<file path="config.mk">
export PLATFORM = sky130hd
export DESIGN_NAME = brinit_core
export DESIGN_NICKNAME = d
export VERILOG_FILES = /design/src/logic/brinit_pkg.sv /design/src/logic/brinit_core.sv
export SDC_FILE = /design/constraint.sdc
export NUM_CORES = 1
export LEC_CHECK = 0
export BUFFER_PORTS_ARGS = -buffer_cell sky130_fd_sc_hd__buf_2
export CELL_PAD_IN_SITES_DETAIL_PLACEMENT = 0
export CELL_PAD_IN_SITES_GLOBAL_PLACEMENT = 1
export CORE_MARGIN = 1.5
export CORE_UTILIZATION = 43
export CTS_CLUSTER_SIZE = 8
export DETAILED_ROUTE_END_ITERATION = 16
export GPL_TIMING_DRIVEN = 0
export PLACE_DENSITY = 0.93
export SLEW_MARGIN = 10
export SYNTH_ARGS = -nofsm -noshare
export SYNTH_HDL_FRONTEND = slang
export SYNTH_SLANG_ARGS = --single-unit
</file>
<file path="constraint.sdc">
create_clock -name clock -period 5.55 [get_ports clock]
set_clock_uncertainty 0.15 [all_clocks]
set_input_delay 0.555 -clock clock [delete_from_list [all_inputs] [get_ports clock]]
set_output_delay 0.555 -clock clock [all_outputs]
set_load 0.05 [all_outputs]
</file>
<file path="src/logic/brinit_pkg.sv">
// Constants, state types and timing counts for the bridge reset and
// initialisation block. Assumes a single 100 MHz clock domain.
`default_nettype none
package brinit_pkg;
  // ***************************************************
  // Capability chain
  // ***************************************************
  localparam logic [7:0] CAP_PM_OFFSET = 8'h40;
  localparam logic [7:0] CAP_HOTSWAP_OFFSET = 8'h48;
  localparam logic [7:0] CAP_VITAL_OFFSET = 8'h4C;
  localparam logic [7:0] CAP_CHAIN_END = 8'h00;
  localparam logic CAP_LIST_EN_RESET = 1'b1;
  localparam int CAP_LIST_BIT = 4;
  // ***************************************************
  // Power states
  // ***************************************************
  localparam logic [1:0] PM_STATE_D3 = 2'h3;
  localparam logic [3:0] PM_RESET_CYCLES = 4'h8;
  // ***************************************************
  // Local reset sensing and drive
  // ***************************************************
  localparam logic [5:0] LRST_SENSE_CLOCKS = 6'h3E;
  localparam logic [5:0] LRST_DRIVE_CLOCKS = 6'h3E;
  // ***************************************************
  // Serial memory
  // ***************************************************
  localparam int SER_WORD_BITS = 16;
  localparam logic [4:0] SER_REG_BITS = 5'h1F;
  localparam logic [3:0] SER_HALF_PERIOD = 4'h4;
  localparam logic [7:0] SER_REG_COUNT = 8'h17;
  // ***************************************************
  // Register access
  // ***************************************************
  localparam int BAR_LSB = 8;
  localparam logic [2:0] LOCAL_BURST_BEATS = 3'h4;
  localparam logic [2:0] LOCAL_SINGLE_BEAT = 3'h1;
  typedef enum logic [1:0] {LD_IDLE, LD_RUN, LD_DONE} brinit_load_t;
endpackage
`default_nettype wire

</file>
<file path="src/logic/brinit_core.sv">
// Reset sequencing, serial-memory load and register access gating for
// the bridge. Assumes the PCI target front end and register file run on
// this clock; pin inputs are synchronised here.
`timescale 1ns/1ns
`default_nettype none
// Overview of operation
// - First capability, power management, sits at 40h; list bit set by default.
// - Power management points to hot swap 48h, hot swap to data 4Ch.
// - Vital data next pointer resets to zero, ending the chain.
// - During serial load, PCI gets Retry outside host software reset and local acknowledge is withheld.
// - Configuration type 0 cycles reach the configuration registers.
// - Memory cycles matching base zero bits 31:8 or I/O matching base one hit.
// - Byte, word and 32-bit, burst or single PCI accesses all accepted.
// - Burst I/O register accesses get a disconnect.
// - Local register access answered only with chip select low.
// - Local accesses any width, burst or single; acknowledge ends each beat.
// - Adapter: PCI reset floats outputs, resets all, asserts local reset.
// - Adapter software reset resets local config and FIFOs, keeps PCI side and init flag.
// - Adapter software reset: PCI served, local ignored, until PCI clears.
// - Software reset with reload bit set reloads from serial memory.
// - Adapter: leaving D3 resets like PCI reset; not in host mode.
// - Host: PCI reset driven on local reset, software reset or own reset.
// - Host: local reset pin resets all; device drives it after 62 clocks.
// - Host software reset holds PCI master, config, FIFOs; asserts PCI reset.
// - Host software reset is cleared only from the local side.
// - Every PCI cycle outside device reset and host software reset is retried until init done is set.
// - Serial memory read as 16-bit words, upper half first, MSB first.
module brinit_core #(
  parameter logic [7:0] LOAD_REGS = brinit_pkg::SER_REG_COUNT
) (
  // Clock and reset
  input wire logic clock,
  input wire logic reset_n,
  // Pins
  input wire logic hostModePin,
  input wire logic pciRstPinN,
  input wire logic localResetInN,
  input wire logic configChipSelectN,
  input wire logic localStartN,
  input wire logic localBurstN,
  input wire logic serialDataIn,
  // Same-clock control from register file and PCI front end
  input wire logic serialMemPresent,
  input wire logic [1:0] pmState,
  input wire logic swResetWrite,
  input wire logic swResetFromPci,
  input wire logic swResetValue,
  input wire logic reloadConfigBit,
  input wire logic initDoneWrite,
  input wire logic initDoneValue,
  input wire logic externalResetReq,
  input wire logic pciReqValid,
  input wire logic pciCfgType0,
  input wire logic pciMemCycle,
  input wire logic pciIoCycle,
  input wire logic pciBurst,
  input wire logic [31:0] pciAddr,
  input wire logic [23:0] pciBaseAddrZero,
  input wire logic [23:0] pciBaseAddrOne,
  // Capability chain
  output logic capListEnable,
  output logic [7:0] capFirstPtr,
  output logic [7:0] powermgmtNextPtr,
  output logic [7:0] hotswapNextPtr,
  output logic [7:0] vitaldataNextPtr,
  // PCI target answers
  output logic pciRetry,
  output logic pciDisconnect,
  output logic pciCfgHit,
  output logic pciRegHit,
  output logic pciFloat,
  output logic pciRstOut,
  output logic pciRstOe,
  // Local bus
  output logic localTaN,
  output logic localRegHit,
  output logic localResetOut,
  output logic localResetOe,
  // Reset fan-out
  output logic deviceReset,
  output logic localCfgReset,
  output logic pciCfgReset,
  output logic pciMasterReset,
  output logic fifoReset,
  // Status and serial memory
  output logic initDone,
  output logic swReset,
  output logic loading,
  output logic serialClk,
  output logic serialCs,
  output logic [31:0] loadData,
  output logic loadValid
);
  // ***************************************************
  // State
  // ***************************************************
  typedef struct packed {
    logic hostS1, hostS2, prstS1, prstS2, lrstS1, lrstS2;
    logic ccsS1, ccsS2, tsS1, tsS2, burstS1, burstS2, serS1, serS2;
    logic [1:0] pmPrev;
    logic [3:0] pmHold;
    logic devRst, initDone, swReset, capEn;
    brinit_pkg::brinit_load_t ldState;
    logic serClk, serCs;
    logic [3:0] divCnt;
    logic [4:0] bitCnt;
    logic [7:0] regCnt;
    logic [31:0] shift, loadData;
    logic loadValid;
    logic [5:0] senseCnt, driveCnt;
    logic lrstOut, lrstOe, prstOut, prstOe, pciFloat;
    logic retry, disc, cfgHit, regHit;
    logic locPend;
    logic [2:0] beats;
    logic taN, locHit;
    logic cfgLocRst, cfgPciRst, masterRst, fifoRst;
    logic [1:0] lrstHold;
    logic busy;
    logic [7:0] capPtr;
  } brinit_state_t;

  brinit_state_t q, d;
  logic host, pinLrst, loadBusy, swRise, pmLeaveD3, locStart;

  always_comb
  begin
    d = q;
    // Two flops on every pin before use
    d.hostS1 = hostModePin;
    d.hostS2 = q.hostS1;
    d.prstS1 = pciRstPinN;
    d.prstS2 = q.prstS1;
    d.lrstS1 = localResetInN;
    d.lrstS2 = q.lrstS1;
    d.ccsS1 = configChipSelectN;
    d.ccsS2 = q.ccsS1;
    d.tsS1 = localStartN;
    d.tsS2 = q.tsS1;
    d.burstS1 = localBurstN;
    d.burstS2 = q.burstS1;
    d.serS1 = serialDataIn;
    d.serS2 = q.serS1;
    host = q.hostS2;
    // External low on the pin while we are not driving it; the hold
    // masks our own low still sitting in the synchroniser after release
    pinLrst = !q.lrstS2 && q.lrstOe && (q.lrstHold == 2'h0);
    loadBusy = (q.ldState == brinit_pkg::LD_RUN);
    // ***************************************************
    // Whole-device reset
    // ***************************************************
    d.pmPrev = pmState;
    pmLeaveD3 = (q.pmPrev == brinit_pkg::PM_STATE_D3)
      && (pmState != brinit_pkg::PM_STATE_D3);
    if (pmLeaveD3 && !host)
      d.pmHold = brinit_pkg::PM_RESET_CYCLES;
    else if (q.pmHold != 4'h0)
      d.pmHold = q.pmHold - 4'h1;
    d.devRst = host ? pinLrst
      : (!q.prstS2 || (q.pmHold != 4'h0));
    d.pciFloat = !host && !q.prstS2;
    // ***************************************************
    // Software reset bit
    // ***************************************************
    if (q.devRst)
      d.swReset = 1'b0;
    else if (swResetWrite && !host && swResetFromPci)
      d.swReset = swResetValue;
    else if (swResetWrite && host && !swResetFromPci)
      d.swReset = swResetValue;
    else if (swResetWrite && host && swResetValue)
      d.swReset = 1'b1;
    swRise = d.swReset && !q.swReset;
    // Init flag survives software reset, only local writes set it
    if (q.devRst)
      d.initDone = 1'b0;
    else if (initDoneWrite && !(q.swReset && !host))
      d.initDone = initDoneValue;
    // ***************************************************
    // Reset fan-out
    // ***************************************************
    d.cfgLocRst = q.devRst || (!host && q.swReset);
    d.cfgPciRst = q.devRst || (host && q.swReset);
    d.masterRst = q.devRst || (host && q.swReset);
    d.fifoRst = q.devRst || q.swReset;
    // Host drives PCI reset; adapter only listens
    d.prstOe = !host;
    d.prstOut = !(pinLrst || !q.lrstOe || q.swReset
      || externalResetReq);
    // ***************************************************
    // Local reset pin
    // ***************************************************
    d.lrstHold = q.lrstOe ? {1'b0, q.lrstHold[1]} : '1;
    if (!host)
    begin
      d.lrstOe = 1'b0;
      d.lrstOut = !(q.devRst || q.swReset);
      d.senseCnt = 6'h00;
      d.driveCnt = 6'h00;
    end
    else if (q.driveCnt != 6'h00)
    begin
      // Drive low for a fixed time, then let the pin go
      d.driveCnt = q.driveCnt - 6'h01;
      d.lrstOe = (q.driveCnt == 6'h01);
      d.lrstOut = 1'b0;
    end
    else if (pinLrst)
    begin
      d.senseCnt = q.senseCnt + 6'h01;
      if (q.senseCnt == brinit_pkg::LRST_SENSE_CLOCKS - 6'h01)
      begin
        d.lrstOe = 1'b0;
        d.lrstOut = 1'b0;
        d.driveCnt = brinit_pkg::LRST_DRIVE_CLOCKS;
        d.senseCnt = 6'h00;
      end
    end
    else
    begin
      d.senseCnt = 6'h00;
      d.lrstOe = 1'b1;
      d.lrstOut = 1'b1;
    end
    // ***************************************************
    // Serial memory load
    // ***************************************************
    d.loadValid = 1'b0;
    unique case (q.ldState)
      brinit_pkg::LD_IDLE:
      begin
        if (!q.devRst)
          d.ldState = serialMemPresent ? brinit_pkg::LD_RUN
            : brinit_pkg::LD_DONE;
        d.serCs = serialMemPresent && !q.devRst;
      end
      brinit_pkg::LD_RUN:
      begin
        d.divCnt = q.divCnt + 4'h1;
        if (q.divCnt == brinit_pkg::SER_HALF_PERIOD - 4'h1)
        begin
          d.divCnt = 4'h0;
          d.serClk = !q.serClk;
          if (!q.serClk)
          begin
            // Upper word lands first, each MSB first
            d.shift = {q.shift[30:0], q.serS2};
            d.bitCnt = q.bitCnt + 5'h01;
            if (q.bitCnt == brinit_pkg::SER_REG_BITS)
            begin
              d.loadData = {q.shift[30:0], q.serS2};
              d.loadValid = 1'b1;
              d.regCnt = q.regCnt + 8'h01;
              if (q.regCnt == LOAD_REGS - 8'h01)
              begin
                d.ldState = brinit_pkg::LD_DONE;
                d.serCs = 1'b0;
              end
            end
          end
        end
      end
      brinit_pkg::LD_DONE:
      begin
        d.serClk = 1'b0;
        if (swRise && reloadConfigBit)
        begin
          d.ldState = brinit_pkg::LD_RUN;
          d.serCs = 1'b1;
          d.regCnt = 8'h00;
          d.bitCnt = 5'h00;
          d.divCnt = 4'h0;
        end
      end
    endcase
    if (q.devRst)
    begin
      d.ldState = brinit_pkg::LD_IDLE;
      d.serClk = 1'b0;
      d.regCnt = 8'h00;
      d.bitCnt = 5'h00;
      d.divCnt = 4'h0;
    end
    // ***************************************************
    // PCI register access
    // ***************************************************
    d.retry = 1'b0;
    d.disc = 1'b0;
    d.cfgHit = 1'b0;
    d.regHit = 1'b0;
    if (pciReqValid && !q.devRst && !(host && q.swReset))
    begin
      if (loadBusy || !q.initDone)
        d.retry = 1'b1;
      else
      begin
        d.cfgHit = pciCfgType0;
        // Byte enables and memory burst length pass untouched
        d.regHit = (pciMemCycle && pciAddr[31:brinit_pkg::BAR_LSB]
          == pciBaseAddrZero) || (pciIoCycle
          && pciAddr[31:brinit_pkg::BAR_LSB] == pciBaseAddrOne);
        d.disc = pciIoCycle && pciBurst && (pciAddr[31:brinit_pkg::BAR_LSB]
          == pciBaseAddrOne);
      end
    end
    // ***************************************************
    // Local register access
    // ***************************************************
    locStart = !q.tsS2 && !q.ccsS2 && !q.locPend
      && (q.beats == 3'h0);
    d.taN = 1'b1;
    d.locHit = 1'b0;
    if (q.devRst || (!host && q.swReset))
    begin
      d.locPend = 1'b0;
      d.beats = 3'h0;
    end
    else if (locStart)
      d.locPend = 1'b1;
    else if (q.locPend && !loadBusy)
    begin
      // Acknowledge only once loading has finished
      d.locPend = 1'b0;
      d.beats = q.burstS2 ? brinit_pkg::LOCAL_SINGLE_BEAT
        : brinit_pkg::LOCAL_BURST_BEATS;
    end
    else if (q.beats != 3'h0)
    begin
      d.beats = q.beats - 3'h1;
      d.taN = 1'b0;
      d.locHit = 1'b1;
    end
    // Registered so these outputs come straight from flops
    d.capPtr = d.capEn ? brinit_pkg::CAP_PM_OFFSET
      : brinit_pkg::CAP_CHAIN_END;
    d.busy = (d.ldState == brinit_pkg::LD_RUN);
  end

  always_ff @(posedge clock or negedge reset_n)
  begin
    if (!reset_n)
    begin
      q <= '0;
      q.devRst <= 1'b1;
      q.capEn <= brinit_pkg::CAP_LIST_EN_RESET;
      q.capPtr <= brinit_pkg::CAP_PM_OFFSET;
      q.ldState <= brinit_pkg::LD_IDLE;
      q.prstS1 <= 1'b1;
      q.prstS2 <= 1'b1;
      q.lrstS1 <= 1'b1;
      q.lrstS2 <= 1'b1;
      q.ccsS1 <= 1'b1;
      q.ccsS2 <= 1'b1;
      q.tsS1 <= 1'b1;
      q.tsS2 <= 1'b1;
      q.burstS1 <= 1'b1;
      q.burstS2 <= 1'b1;
      q.lrstOut <= 1'b0;
      q.prstOut <= 1'b0;
      q.prstOe <= 1'b1;
      q.taN <= 1'b1;
    end
    else
      q <= d;
  end

  // ***************************************************
  // Outputs
  // ***************************************************
  assign capListEnable = q.capEn;
  assign capFirstPtr = q.capPtr;
  assign powermgmtNextPtr = brinit_pkg::CAP_HOTSWAP_OFFSET;
  assign hotswapNextPtr = brinit_pkg::CAP_VITAL_OFFSET;
  assign vitaldataNextPtr = brinit_pkg::CAP_CHAIN_END;
  assign pciRetry = q.retry;
  assign pciDisconnect = q.disc;
  assign pciCfgHit = q.cfgHit;
  assign pciRegHit = q.regHit;
  assign pciFloat = q.pciFloat;
  assign pciRstOut = q.prstOut;
  assign pciRstOe = q.prstOe;
  assign localTaN = q.taN;
  assign localRegHit = q.locHit;
  assign localResetOut = q.lrstOut;
  assign localResetOe = q.lrstOe;
  assign deviceReset = q.devRst;
  assign localCfgReset = q.cfgLocRst;
  assign pciCfgReset = q.cfgPciRst;
  assign pciMasterReset = q.masterRst;
  assign fifoReset = q.fifoRst;
  assign initDone = q.initDone;
  assign swReset = q.swReset;
  assign loading = q.busy;
  assign serialClk = q.serClk;
  assign serialCs = q.serCs;
  assign loadData = q.loadData;
  assign loadValid = q.loadValid;
endmodule // brinit_core
`default_nettype wire

</file>
After elaboration in Yosys (flattened, before gate mapping)
Index checks and enable logic that the tools add are counted.
{"block": "word_totals", "reg_bits": 142, "input_bits": 104, "output_inout_bits": 87, "elab_cells": 203}
{"block": "classes", "addsub": 7, "n_eq_ne": 26, "n_mux": 49, "bitwise": 1, "n_reduce_logical": 72}
{"cell": "two-way mux 86 bit", "n": 1}
{"cell": "two-way mux 78 bit", "n": 1}
{"cell": "equality test 24 bit", "n": 2}
{"cell": "one-hot mux 17 bit (2 select lines)", "n": 1}
{"cell": "two-way mux 33 bit", "n": 1}
{"cell": "two-way mux 14 bit", "n": 2}
{"cell": "logical AND 1 bit", "n": 26}
{"cell": "two-way mux 18 bit", "n": 1}
{"cell": "two-way mux 2 bit", "n": 9}
{"cell": "two-way mux 6 bit", "n": 3}
{"cell": "zero test 1 bit", "n": 17}
{"cell": "two-way mux 17 bit", "n": 1}
{"cell": "two-way mux 4 bit", "n": 4}
{"cell": "two-way mux 8 bit", "n": 2}
{"cell": "two-way mux 1 bit", "n": 14}
{"cell": "two-way mux 3 bit", "n": 4}
{"cell": "nonzero test 3 bit", "n": 4}
{"cell": "two-way mux 5 bit", "n": 2}
{"cell": "inequality test 2 bit (second input constant)", "n": 5}
{"cell": "AND reduction 5 bit", "n": 2}
{"cell": "logical OR 1 bit", "n": 9}
{"cell": "adder 8 x 1 -> 8 bit (second input constant)", "n": 1}
{"cell": "equality test 8 x 5 -> 1 bit (second input constant)", "n": 1}
{"cell": "AND reduction 2 bit", "n": 4}
{"cell": "28 further kinds", "n": 38}

Longest topological paths before layout
Gate-level depths: netlist of run 1.
{"block": "logic_depth", "ltp_word": 12, "depth_mapped": 9, "ltp_nobuf": 8}

Worst setup path after synthesis of run 1
Ideal clock, no wire load.
{"block": "synth_timing", "path_kind": "register to register", "from": "reg q[115] (netlist name)", "to": "reg q, in the netlist loading", "setup_time_ns": 0.127, "t_arrival_ns": 2.043, "required_time_ns": 5.273, "setup_slack_ns": 3.229, "path_stages_with_launch": 10, "path_buffers": 1, "synth_period_minus_slack_ns": 2.321, "cell_sequence": "dfrtp_1 > ha_1 > and3_1 > ha_1 > clkbuf_1 > or4bb_1 > o31ai_2 > nor2_1 > o21ai_0 > a21oi_1"}
{"item": "start: declaration", "line_no": "brinit_core.sv:122", "source": "brinit_state_t q, d;"}

==> results of run 1 <==
==> cells in the mapped netlist (3+ instances only) <==
cell	count	area share, %
sky130_fd_sc_hd__nor4_1	5	0.45
sky130_fd_sc_hd__ha_1	15	2.7
sky130_fd_sc_hd__and2_1	3	0.27
sky130_fd_sc_hd__buf_2	3	0.22
sky130_fd_sc_hd__nor2_1	28	1.5
sky130_fd_sc_hd__a211oi_1	7	0.76
sky130_fd_sc_hd__clkbuf_1	10	0.54
sky130_fd_sc_hd__buf_4	66	7.2
sky130_fd_sc_hd__or3_1	6	0.54
sky130_fd_sc_hd__o31ai_1	4	0.43
sky130_fd_sc_hd__mux2_2	34	5.5
sky130_fd_sc_hd__o21ai_0	26	1.9
sky130_fd_sc_hd__nand2_1	127	6.9
sky130_fd_sc_hd__and3_1	6	0.54
sky130_fd_sc_hd__o21a_1	3	0.33
sky130_fd_sc_hd__nand4_1	10	0.90
sky130_fd_sc_hd__nor3b_1	4	0.43
sky130_fd_sc_hd__dfstp_2	13	4.9
sky130_fd_sc_hd__xor2_1	16	2.0
sky130_fd_sc_hd__a21oi_1	23	1.7
sky130_fd_sc_hd__nor3_1	10	0.72
sky130_fd_sc_hd__buf_1	3	0.16
sky130_fd_sc_hd__dfrtp_1	128	46
sky130_fd_sc_hd__nor2b_1	8	0.72
sky130_fd_sc_hd__xnor2_1	33	4.2
sky130_fd_sc_hd__nand3_1	18	1.3
sky130_fd_sc_hd__inv_1	20	1.1
==> cells by family after synthesis <==
family,count (synthesis)
and+or+nand+nor,244
muxes,36
adders and majority gates,15
DFF,141
xor gates and xnor gates,49
AOI/OAI and AO/OA,84
buffers and inverters,103
other,2
==> worst paths after layout <==
kind / startpoint / end / slack [ns] / cells after the start
max in group asynchronous: reset_n / pciRstOe / 3.91 / 3
worst min register to register: d[150] / host / 0.20 / 0
worst max register to register: q[116] / loading / 2.94 / 9
min in group asynchronous: reset_n / loadData[18] / 0.52 / 2
worst max-delay path: q[116] / loading / 2.94 / 9
worst min-delay path: localStartN / d[142] / 0.09 / 1
==> worst reg2reg max path, cell delays in order, from the launching register on <==
cell,delay (ns)
sky130_fd_sc_hd__dfrtp_1,0.40
sky130_fd_sc_hd__ha_1,0.20
sky130_fd_sc_hd__and3_1,0.16
sky130_fd_sc_hd__ha_1,0.13
sky130_fd_sc_hd__clkbuf_1,0.27
sky130_fd_sc_hd__or4bb_1,0.47
sky130_fd_sc_hd__o31ai_2,0.32
sky130_fd_sc_hd__nor2_1,0.08
sky130_fd_sc_hd__o21ai_0,0.21
sky130_fd_sc_hd__a21oi_1,0.10
==> per-stage QoR <==
step           power (µW)  cells
3_5_place_dp         1620   1071
2_1_floorplan        1480    705
3_3_place_gp         1610   1070
5_1_grt              2830   1104
4_1_cts              2730   1104
6_report             2700   1104
==> per-layer routing <==
metal | track usage (%) | share of wire, % | wire length, µm | vias up
met3 | 3.73 | 5.8 | 834 | 23
met1 | 19.5 | 42 | 6020 | 2426
met4 | 8.04 | 2.3 | 333 | 0
met5 | 0 | 0 | 0 | -
li1 | - | - | - | 2587
met2 | 31.1 | 50 | 7200 | 168
==> power by group through the flow <==
stage               combinational [µW]  sequential [µW]  clock (µW)
finish                             479             1120        1100
global route                       530             1130        1170
CTS                                481             1120        1130
detailed placement                 478             1140           0
global placement                   466             1140           0
floorplan                          281             1190           0
==> layout make-up <==
class | instances | area [µm²]
fill | 1405 | 7160
multi-input combinational | 461 | 2850
tap | 216 | 270
sequential | 141 | 3540
clock inverter | 6 | 83.8
buffer | 82 | 559
clock buffer | 26 | 489
timing repair buffer | 151 | 790
inverter | 21 | 78.8
==> reports/metrics.sh, run 1 <==
ASYNC_RESET_FF_SHARE_PCT=100
CRIT_FANOUT=8
FP.DIEAREA_MM2=0.0169
LARGEST_REG_BY_FF_COUNT='q'
AREA.GROWTH.SYNTH_TO_FINAL_PCT=25.3
CTS_BUFFERS=17
FIN_CRIT_SH_PCT=47.0
CP_SLOWEST_CELL='sky130_fd_sc_hd__or4bb_1'
FINAL-SETUP-VIOL-COUNT=0
CTS_REPAIR_RESIZE_COUNT=0
YOSYS.AREA_SHARE.XOR_XNOR_PCT=6.20
YS_FLOP_TYPE='sky130_fd_sc_hd__dfrtp_1'
CLOCKPOWERSHARE_PCT=40.6
STARTING_UTILIZATION_OF_THE_CORE_AREA_PCT=43.7
CLK_PIN_SLEW_NS=0.06
SYNTH.DISTINCT_CELLS=61
YS_SEQ_ELEMENTS=141
POWER.COMBINATIONAL.FRACTION_PCT=17.7
GRT_MAX_DEGREE=83
DIE_HEIGHT_UM=130
VIAS_IN_THE_FIRST_GLOBAL_ROUTE=4849
UNREPAIRED_SETUP_ENDPOINTS_AFTER_GLOBAL_ROUTING='false'
RELSLEWSLACK_PCT=51.4
TIMING.CRITICAL_PATH.BUF_INV=1
FIN_WORST_HOLD_SLACK_NS=0.0866
DR.FIRST_ITER.DRC_COUNT=227
SYN_AVG_CELL_AREA_UM2=10.3
SWITCHING_FRACTION_PCT=27.6
TOTAL_COUNT_OF_HOLD_CHECK_FAILURES_IN_THE_FINAL_REPORT=0
SYNTH_COMPOUND_GATE_AREA_SHARE_PCT=7.83
CLOCK_TREE.HTREE_LEVEL_COUNT=4
POST_SYNTH_AND_OR_NAND_NOR_AREA_FRACTION_PCT=16.9
YOSYS.AREA_SHARE.ADDER_PCT=2.71
LAYOUT.CELLS.MOST_COMMON_LIST='151 x sky130_fd_sc_hd__buf_2, 128 x sky130_fd_sc_hd__dfrtp_1, 127 x sky130_fd_sc_hd__nand2_1'
LARGEST_REGISTER_FF_COUNT=80
POSTCTSSETUPREPAIRBUFS=0
GROUTE.USAGE.OVERALL_PCT=17.2
TIMING.HOLD.WORST.CLASS='input port to flop'
MAXIMUM_BUFFER_DEPTH_OF_THE_CLOCK_TREE=2
IOPINCOUNT=191
DRT_PRE_ANTENNA_ITERS=5
POST_DETAILED_ROUTING_WIRE_LENGTH_UM=14400
CRITPATHMOSTFREQUENTCELL='sky130_fd_sc_hd__ha_1'
CTS_TREE='done'
CORE_MM2=0.0158
TIMING_WORST_SLEW_PIN_VALUE_NS=0.725
CP_TOP_FAMILY='simple AND/OR/NAND/NOR gates'
CRITICAL_PATH.ENDPOINT_TYPE='flop'
FINAL.SETUP.TNS_NS=0
COMMONEST_NON_FILL_NON_TAP_CELL_IN_THE_LAYOUT='sky130_fd_sc_hd__buf_2'
TIMING.CRITICAL_PATH.ARRIVAL_NS=2.76
CELLLEAKAGEPOWER_uW=0.00456
SEQUENTIALPOWERSHARE_PCT=41.7
CLOCKROOTBUFFER='sky130_fd_sc_hd__clkbuf_16'
COMBINATIONAL_FAMILY_WITH_THE_MOST_AREA_AFTER_SYNTHESIS='simple AND/OR/NAND/NOR gates'
WORST_VDD_RAIL_IR_DROP_uV=234
FINAL.MIN_CLOCK_PERIOD_NS=2.61
FINISH.UTILIZATION_PCT=54.8
SYNTH_ENABLE_FLOP_CELLS=0
DP_SLACK_NS=2.98
DRC=0
PLACED_CELL_AREA_MM2=0.00809
POWER.DENSITY_CELL_AREA_mW_PER_MM2=311
CTS_SINKS=141
DESIGN_AREA_MM2=0.00867
GRT-OVFL-TOTAL=0
GRT_FIRST_PASS_WIRELENGTH_UM=22500
WORST_EP_REQUIRED_TIME_NS=5.70
FINALWORSTSETUPSLACK_NS=2.94
MAX_FREQ_MHz=383
NNETSFINAL=994
IO_BUFFERS=149
DP.FINAL_HPWL_UM=10700
MAX_CAP_VIOLATIONS=0
VIA_COUNT=5204
CLOCK_LATENCY_LATE_SINK_NS=0.42
SYN_WARNINGS=0
CORE.ROWCOUNT=46
ANTENNA_CELLS_INSERTED=0
SYNTH.MUX.AREA_FRACTION_PCT=5.82
SLEW_VIOLATIONS=0
AVGROUTEDWIREPERCELL_UM=13.0
SETUP.WORST_PATH.START_CLASS='flop'
VIA_PER_INST=4.71
DIE-WIDTH_UM=130
POWER_SWITCHING_uW=746
SYNTHESIS.AREA_MM2=0.00692
GRT_ANTENNA_BEFORE_REPAIR=0
CRIT_PATH_CELL_TRACE='ha_1, and3_1, ha_1, clkbuf_1, or4bb_1, o31ai_2, nor2_1, o21ai_0, a21oi_1'
CELL_INTERNAL_PWR_uW=1950
HOLDBUFCOUNTCTS=1
FRACTION_OF_FINAL_LAYOUT_CELLS_SIZED_BEYOND_DRIVE_STRENGTH_1_PCT=34.7
SYNTH_CELLS=674
STATUS='complete, no violations'
CRITICAL_PATH_CLASS='flop to flop'
ANT_NETS=0
SYNTH_SEQUENTIAL_AREA_RATIO_PCT=51.2
GP_CONGESTION=0.776
STAGE_DELAY_OF_THE_SLOWEST_CELL_ON_THE_CRITICAL_PATH_NS=0.47
Note: power is estimated with default switching activity, not from simulation.
==> run 2: changes to the inputs <==
Settings changed: ABC_AREA set to 1, CORE_UTILIZATION 43 to 39, PLACE_DENSITY 0.93 to 0.89.
Clock period 5.55 ns to 2.5 ns, I/O delays scaled along.
==> run 2 against run 1 <==
Net effect: final area rose by 8.2%; combinational power rose to 2.8 times the previous value; via count rose by 17%; worst hold slack got worse by 0.036 ns; critical endpoint is now q[114]; area after synthesis rose by 6.9%; clock-buffer cell count fell by 7; sequential cell count did not move.
==> reports/metrics.sh, run 2 <==
SYNTH_TOP_CELLS_BY_AREA='sky130_fd_sc_hd__dfrtp_1 43%, sky130_fd_sc_hd__nand2_1 14%, sky130_fd_sc_hd__inv_1 7.3%'
SYN_WARNINGS=0
DRT_PRE_ANTENNA_ITERS=5
POWER.DENSITY_CELL_AREA_mW_PER_MM2=699
FINISH.UTILIZATION_PCT=50.3
SETUP.WORST_PATH.START_CLASS='flop'
VIA_PER_INST=4.34
REGTOREGSTARTPOINT='q[126]'
FRACTION_OF_FINAL_LAYOUT_CELLS_SIZED_BEYOND_DRIVE_STRENGTH_1_PCT=25.0
DP.FINAL_HPWL_UM=12500
SYNTH_SEQUENTIAL_AREA_RATIO_PCT=47.9
YS_FLOP_TYPE='sky130_fd_sc_hd__dfrtp_1'
SYNTH_CELLS=937
TIMING.HOLD.WORST_PATH_DEPTH=5
STARTING_UTILIZATION_OF_THE_CORE_AREA_PCT=39.7
LAYOUT.CELLS.MOST_COMMON_LIST='275 x sky130_fd_sc_hd__nand2_1, 154 x sky130_fd_sc_hd__buf_2, 144 x sky130_fd_sc_hd__inv_1'
CTS_TREE='done'
FINAL-SETUP-VIOL-COUNT=0
COMMONEST_NON_FILL_NON_TAP_CELL_IN_THE_LAYOUT='sky130_fd_sc_hd__nand2_1'
CLOCK_LATENCY_LATE_SINK_NS=0.41
GROUTE.USAGE.OVERALL_PCT=17.2
CORE.ROWCOUNT=50
FINAL.MIN_CLOCK_PERIOD_NS=2.05
YS_SEQ_ELEMENTS=141
LARGEST_REGISTER_FF_COUNT=80
CRITICAL_PATH_CLASS='flop to flop'
CLOCKROOTBUFFER='sky130_fd_sc_hd__clkbuf_16'
LARGEST_REG_BY_FF_COUNT='q'
TIMING.REG2REG.SETUP_SLACK_NS=0.45
AVGROUTEDWIREPERCELL_UM=11.4
GP_CONGESTION=0.818
GRT_ANTENNA_BEFORE_REPAIR=1
SYNTHESIS.AREA_MM2=0.00740
DIE_HEIGHT_UM=141
GRT-OVFL-TOTAL=0
WORST-R2R-CELL-COUNT=8
VIA_COUNT=6085
SLEW_VIOLATIONS=0
CRIT_FANOUT=8
ASYNC_RESET_FF_SHARE_PCT=100
VIAS_IN_THE_FIRST_GLOBAL_ROUTE=5829
TIMING_WORST_SLEW_PIN_VALUE_NS=0.518
DP_SLACK_NS=0.452
MAX_FREQ_MHz=488
CLOCK_TREE.HTREE_LEVEL_COUNT=4
WORST_VDD_RAIL_IR_DROP_uV=467
FINALWORSTSETUPSLACK_NS=0.452
WORST_EP_REQUIRED_TIME_NS=2.68
FP.DIEAREA_MM2=0.0198
CLK_PIN_SLEW_NS=0.06
TIMING.RR.END='q[114]'
SYNTH_TOP_CELLS_BY_COUNT='275 x sky130_fd_sc_hd__nand2_1, 144 x sky130_fd_sc_hd__inv_1, 128 x sky130_fd_sc_hd__dfrtp_1'
YOSYS.CELL_COUNT.TOP_TYPE='sky130_fd_sc_hd__nand2_1'
PLACED_CELL_AREA_MM2=0.00858
DRC=0
TIMING.HOLD.WORST.CLASS='input port to flop'
UNREPAIRED_SETUP_ENDPOINTS_AFTER_GLOBAL_ROUTING='false'
IO_BUFFERS=149
FIN_CRIT_SH_PCT=81.9
SYN_AVG_CELL_AREA_UM2=7.89
POST_DETAILED_ROUTING_WIRE_LENGTH_UM=16000
CTS_SINKS=141
MAXIMUM_BUFFER_DEPTH_OF_THE_CLOCK_TREE=2
CTS_BUFFERS=17
DESIGN_AREA_MM2=0.00938
CORE_MM2=0.0186
MIN_FROM='serialMemPresent'
YOSYSTOPAREACELL='sky130_fd_sc_hd__dfrtp_1'
IOPINCOUNT=191
SYNTH.DISTINCT_CELLS=40
DIE-WIDTH_UM=141
GRT_FIRST_PASS_WIRELENGTH_UM=27100
AREA.GROWTH.SYNTH_TO_FINAL_PCT=26.8
CRITICAL_PATH.ENDPOINT_TYPE='flop'
NUM-FILL-CELLS=1824
CTS_REPAIR_RESIZE_COUNT=0
CELLLEAKAGEPOWER_uW=0.00510
TIMING.CRITICAL_PATH.ARRIVAL_NS=2.22
TOTAL_COUNT_OF_HOLD_CHECK_FAILURES_IN_THE_FINAL_REPORT=0
SYNTH_ENABLE_FLOP_CELLS=0
STATUS='complete, no violations'
DR.FIRST_ITER.DRC_COUNT=249
HOLD_PATH_END='q[126]'
MAX_CAP_VIOLATIONS=0
NNETSFINAL=1272
RELSLEWSLACK_PCT=65.5
POST-SYNTH-TOP-AREA-FRACTION_PCT=43.3
ANT_NETS=0
GRT_MAX_DEGREE=87
## run 2: layout make-up
class / count / area, µm² / area share (%)
buffer: 80 / 587 / 6.26
clock buffer: 19 / 443 / 4.72
clock inverter: 13 / 191 / 2.04
timing repair buffer: 166 / 940 / 10.0
inverter: 150 / 564 / 6.01
multi-input combinational: 597 / 2820 / 30.0
sequential: 141 / 3540 / 37.8
antenna: 1 / 2.50 / 0.0267
tap: 234 / 293 / 3.12
## run 2: critical path, stage by stage (launching register included)
cell	delay (ns)
sky130_fd_sc_hd__dfrtp_1	0.37
sky130_fd_sc_hd__inv_1	0.07
sky130_fd_sc_hd__ha_1	0.19
sky130_fd_sc_hd__buf_2	0.17
sky130_fd_sc_hd__nor2_2	0.24
sky130_fd_sc_hd__nand3_2	0.19
sky130_fd_sc_hd__nor2_2	0.24
sky130_fd_sc_hd__nand2_1	0.15
sky130_fd_sc_hd__o21ai_0	0.20
## run 2: worst max-delay path by stage
| stage | startpoint | endpoint | slack, ns | cells after the start |
|---|---|---|---|---|
| finish | q[126] | q[114] | 0.45 | 8 |
| global route | q[30] | q[30] | 0.25 | 10 |
| CTS | q[126] | q[114] | 0.44 | 8 |
| detailed placement | q[126] | q[114] | 0.45 | 8 |
| global placement | reset_n | q[19] | -0.92 | 1 |
| floorplan | deviceReset | q[123] | 0.73 | 7 |
## run 2: cell families (layout without fill, tap and decap cells)
| kind of cell | count (synthesis) | in the layout | synth area share, % |
|---|---|---|---|
| AO/OA/AOI/OAI | 125 | 125 | 9.05 |
| XOR/XNOR | 19 | 19 | 2.25 |
| adder cells (fa/ha/maj) | 15 | 15 | 2.54 |
| buffers and inverters | 230 | 428 | 15.6 |
| flip-flops | 141 | 141 | 47.9 |
| other | 2 | 34 | 0.102 |
| AND/OR/NAND/NOR | 405 | 405 | 22.6 |
## run 2: per-stage QoR
step                instances  setup TNS [ns]  power, µW  hold slack, ns
floorplan                 968               0       3540          -0.196
global placement         1351         -118.61       3890           0.194
detailed placement       1352               0       3920           0.102
CTS                      1400               0       6640          0.0462
global route             1401               0       6900          0.0790
finish                   1401               0       6550          0.0511
## run 2: metal layers
| metal | routed length, µm | track usage, % | vias up |
|---|---|---|---|
| li1 | - | - | 3214 |
| met5 | 0 | 0 | - |
| met3 | 1030 | 4.96 | 16 |
| met1 | 6930 | 20.6 | 2675 |
| met2 | 7860 | 29.8 | 180 |
| met4 | 187 | 5.10 | 0 |
## run 2: where the power goes
group	switching [µW]	internal, µW	leakage (µW)	total [µW]
Sequential	104	2450	0.00187	2560
Combinational	913	419	0.00293	1330
Clock	965	1700	0.000299	2670
## run 2: timing repair
| item | CTS | global route |
|---|---|---|
| buffers inserted | 0 | 0 |
| hold endpoints to repair | 69 | 0 |
| hold buffers | 16 | 0 |
==> run 3: changes to the inputs <==
Clock period 2.5 ns to 2 ns, I/O delays scaled along.
==> run 3 against run 2 <==
Net effect: critical path depth increased by 1; global-route usage unchanged; critical endpoint is now q[112]; core utilization increased by 0.52 points; total power increased by 26%; non-clock buffer count increased by 3; register-to-register slack got worse by 0.32 ns; via count increased by 0.16%; die area unchanged.
==> reports/metrics.sh, run 3 (same netlist as run 2, synthesis figures left out) <==
STATUS='complete, no violations'
MAXIMUM_BUFFER_DEPTH_OF_THE_CLOCK_TREE=2
CLOCKPOWERSHARE_PCT=40.4
CP_SLOWEST_CELL='sky130_fd_sc_hd__dfrtp_1'
CTS_TREE='done'
DIE_HEIGHT_UM=141
COMMONEST_NON_FILL_NON_TAP_CELL_IN_THE_LAYOUT='sky130_fd_sc_hd__nand2_1'
STARTING_UTILIZATION_OF_THE_CORE_AREA_PCT=39.7
CTS_SINKS=141
TIMING.REG2REG.SETUP_SLACK_NS=0.13
LAYOUT.CELLS.MOST_COMMON_LIST='273 x sky130_fd_sc_hd__nand2_1, 151 x sky130_fd_sc_hd__buf_2, 143 x sky130_fd_sc_hd__inv_1'
UNREPAIRED_SETUP_ENDPOINTS_AFTER_GLOBAL_ROUTING='true'
POWER.COMBINATIONAL.FRACTION_PCT=20.9
INSTANCES_NO_FILL=1404
CLOCKROOTBUFFER='sky130_fd_sc_hd__clkbuf_16'
VIA_COUNT=6095
TIMING.RR.END='q[112]'
NUM-FILL-CELLS=1811
SEQUENTIALPOWERSHARE_PCT=38.6
CRITICAL_PATH.ENDPOINT_TYPE='flop'
STAGE_DELAY_OF_THE_SLOWEST_CELL_ON_THE_CRITICAL_PATH_NS=0.40
CP_TOP_FAMILY='simple AND/OR/NAND/NOR gates'
FINALWORSTSETUPSLACK_NS=0.128
POWER.DENSITY_CELL_AREA_mW_PER_MM2=871
GRT_ANTENNA_BEFORE_REPAIR=1
TIMING.CRITICAL_PATH.BUF_INV=2
STARTPOINT='q[127]'
GROUTE.USAGE.OVERALL_PCT=17.2
CLOCK_TREE.HTREE_LEVEL_COUNT=4
CELLLEAKAGEPOWER_uW=0.00511
FINISH.UTILIZATION_PCT=50.8
FP.DIEAREA_MM2=0.0198
FRACTION_OF_FINAL_LAYOUT_CELLS_SIZED_BEYOND_DRIVE_STRENGTH_1_PCT=26.3
TIMING.HOLD.WORST.CLASS='input port to flop'
CLOCK_LATENCY_LATE_SINK_NS=0.41
LARGEST_REG_BY_FF_COUNT='q'
CRITICAL_PATH_CLASS='flop to flop'
CRIT_FANOUT=7
WORST-R2R-CELL-COUNT=9
GRT_FIRST_PASS_WIRELENGTH_UM=27100
TIMING.CRITICAL_PATH.ARRIVAL_NS=2.02
SWITCHING_FRACTION_PCT=30.3
CELL_INTERNAL_PWR_uW=5750
TIMING_WORST_SLEW_PIN_VALUE_NS=0.517
FINAL-SETUP-VIOL-COUNT=0
AREA.GROWTH.SYNTH_TO_FINAL_PCT=28.2
FINAL.MIN_CLOCK_PERIOD_NS=1.87
SLEW_VIOLATIONS=0
LARGEST_REGISTER_FF_COUNT=80
TOTAL_COUNT_OF_HOLD_CHECK_FAILURES_IN_THE_FINAL_REPORT=0
VIA_PER_INST=4.34
IOPINCOUNT=191
GRT-OVFL-TOTAL=0
ANT_NETS=0
DRC=0
MULTI_INPUT_COMB_AREA_MM2=0.00288
RELSLEWSLACK_PCT=65.6
CORE.ROWCOUNT=50
CTS_BUFFERS=17
WORST_EP_REQUIRED_TIME_NS=2.15
PLACED_CELLS=1352
DRT_PRE_ANTENNA_ITERS=5
NNETSFINAL=1275
CLK_PIN_SLEW_NS=0.06
POWER_SWITCHING_uW=2500
IO_BUFFERS=149
CORE_MM2=0.0186
GRT_MAX_DEGREE=87
MAX_CAP_VIOLATIONS=0
MAX_FREQ_MHz=534
DP.FINAL_HPWL_UM=12500
DR.FIRST_ITER.DRC_COUNT=264
CRITPATHMOSTFREQUENTCELL='sky130_fd_sc_hd__nor2_4'
POST_DETAILED_ROUTING_WIRE_LENGTH_UM=16200
CP_NUM_CELLS=9
DP_SLACK_NS=-0.0476
DIE-WIDTH_UM=141
FIN_CRIT_SH_PCT=93.6
SETUP.WORST_PATH.START_CLASS='flop'
FF_LATCH_AREA_MM2=0.00354
GP_CONGESTION=0.818
CRIT_PATH_CELL_TRACE='inv_1, ha_2, inv_2, nand2_2, o21ai_4, nor2_4, nand2_4, nor2_4, o21ai_0'
REGTOREGSTARTPOINT='q[127]'
CP-ENDPOINT='q[112]'
AVGROUTEDWIREPERCELL_UM=11.5
VIAS_IN_THE_FIRST_GLOBAL_ROUTE=5835
WORST_VDD_RAIL_IR_DROP_uV=584
[run 3: changes by cell type in the layout (fill, tap and decap cells not counted), sizes merged]
cell / previous run / this run
buf: 226 / 227
clkbuf: 23 / 25
[run 3: layer usage]
metal | share of wire [%] | wire length [µm] | global-route usage, % | up-vias
met5 | 0 | 0 | 0 | -
met4 | 1.2 | 187 | 5.10 | 0
met3 | 6.4 | 1040 | 4.99 | 16
met2 | 49 | 7940 | 29.8 | 168
met1 | 43 | 6990 | 20.6 | 2689
li1 | - | - | - | 3222
[run 3: timing repair]
item	CTS	global route
pin swaps	1	3
endpoints found under the setup margin	7	47
hold buffers	16	0
endpoints found under the hold margin	70	0
resized for setup	2	24
buffers inserted	1	2
[run 3: layout make-up]
cell class                      count  area share, %
Clock buffer                       19           4.67
Sequential cell                   141           37.4
Timing Repair Buffer              169           10.2
Tap cell                          234           3.09
Buffer                             80           6.28
Antenna cell                        1         0.0264
Inverter                          150           5.95
Clock inverter                     13           2.02
Multi-Input combinational cell    597           30.4
[run 3: worst min-delay path, stage by stage]
cell and delay, ns:
sky130_fd_sc_hd__buf_2 0.10, sky130_fd_sc_hd__o21ai_0 0.15, sky130_fd_sc_hd__a21oi_1 0.09
[run 3: worst min path at each step]
stage | startpoint | end | slack (ns) | depth (start not counted)
6_report | initDoneWrite | initDone | 0.02 | 3
5_1_grt | initDoneWrite | initDone | 0.06 | 3
4_1_cts | swResetValue | swReset | 0.01 | 5
3_5_place_dp | reset_n | loadData[9] | 0.05 | 1
3_3_place_gp | localBurstN | d[140] | 0.16 | 1
2_1_floorplan | reset_n | d[138] | -0.25 | 0
[run 3: power by group through the flow]
| stage | sequential, µW | clock [µW] | combinational (µW) |
|---|---|---|---|
| 3_5_place_dp | 3250 | 0 | 1660 |
| 4_1_cts | 3200 | 3410 | 1700 |
| 5_1_grt | 3210 | 3540 | 1930 |
| 2_1_floorplan | 3410 | 0 | 1010 |
| 6_report | 3190 | 3340 | 1730 |
| 3_3_place_gp | 3240 | 0 | 1620 |
[run 3: metrics by stage]
step                      total power [µW]  hold WS, ns  setup TNS (ns)  cell area, µm²
after floorplan                       4420       -0.246               0            7510
after global placement                4860        0.155         -182.12            8550
after detailed placement              4910       0.0519          -0.137            8580
after CTS                             8310       0.0100               0            9390
after global routing                  8680       0.0589         -0.0373            9480
final                                 8250       0.0214               0            9480
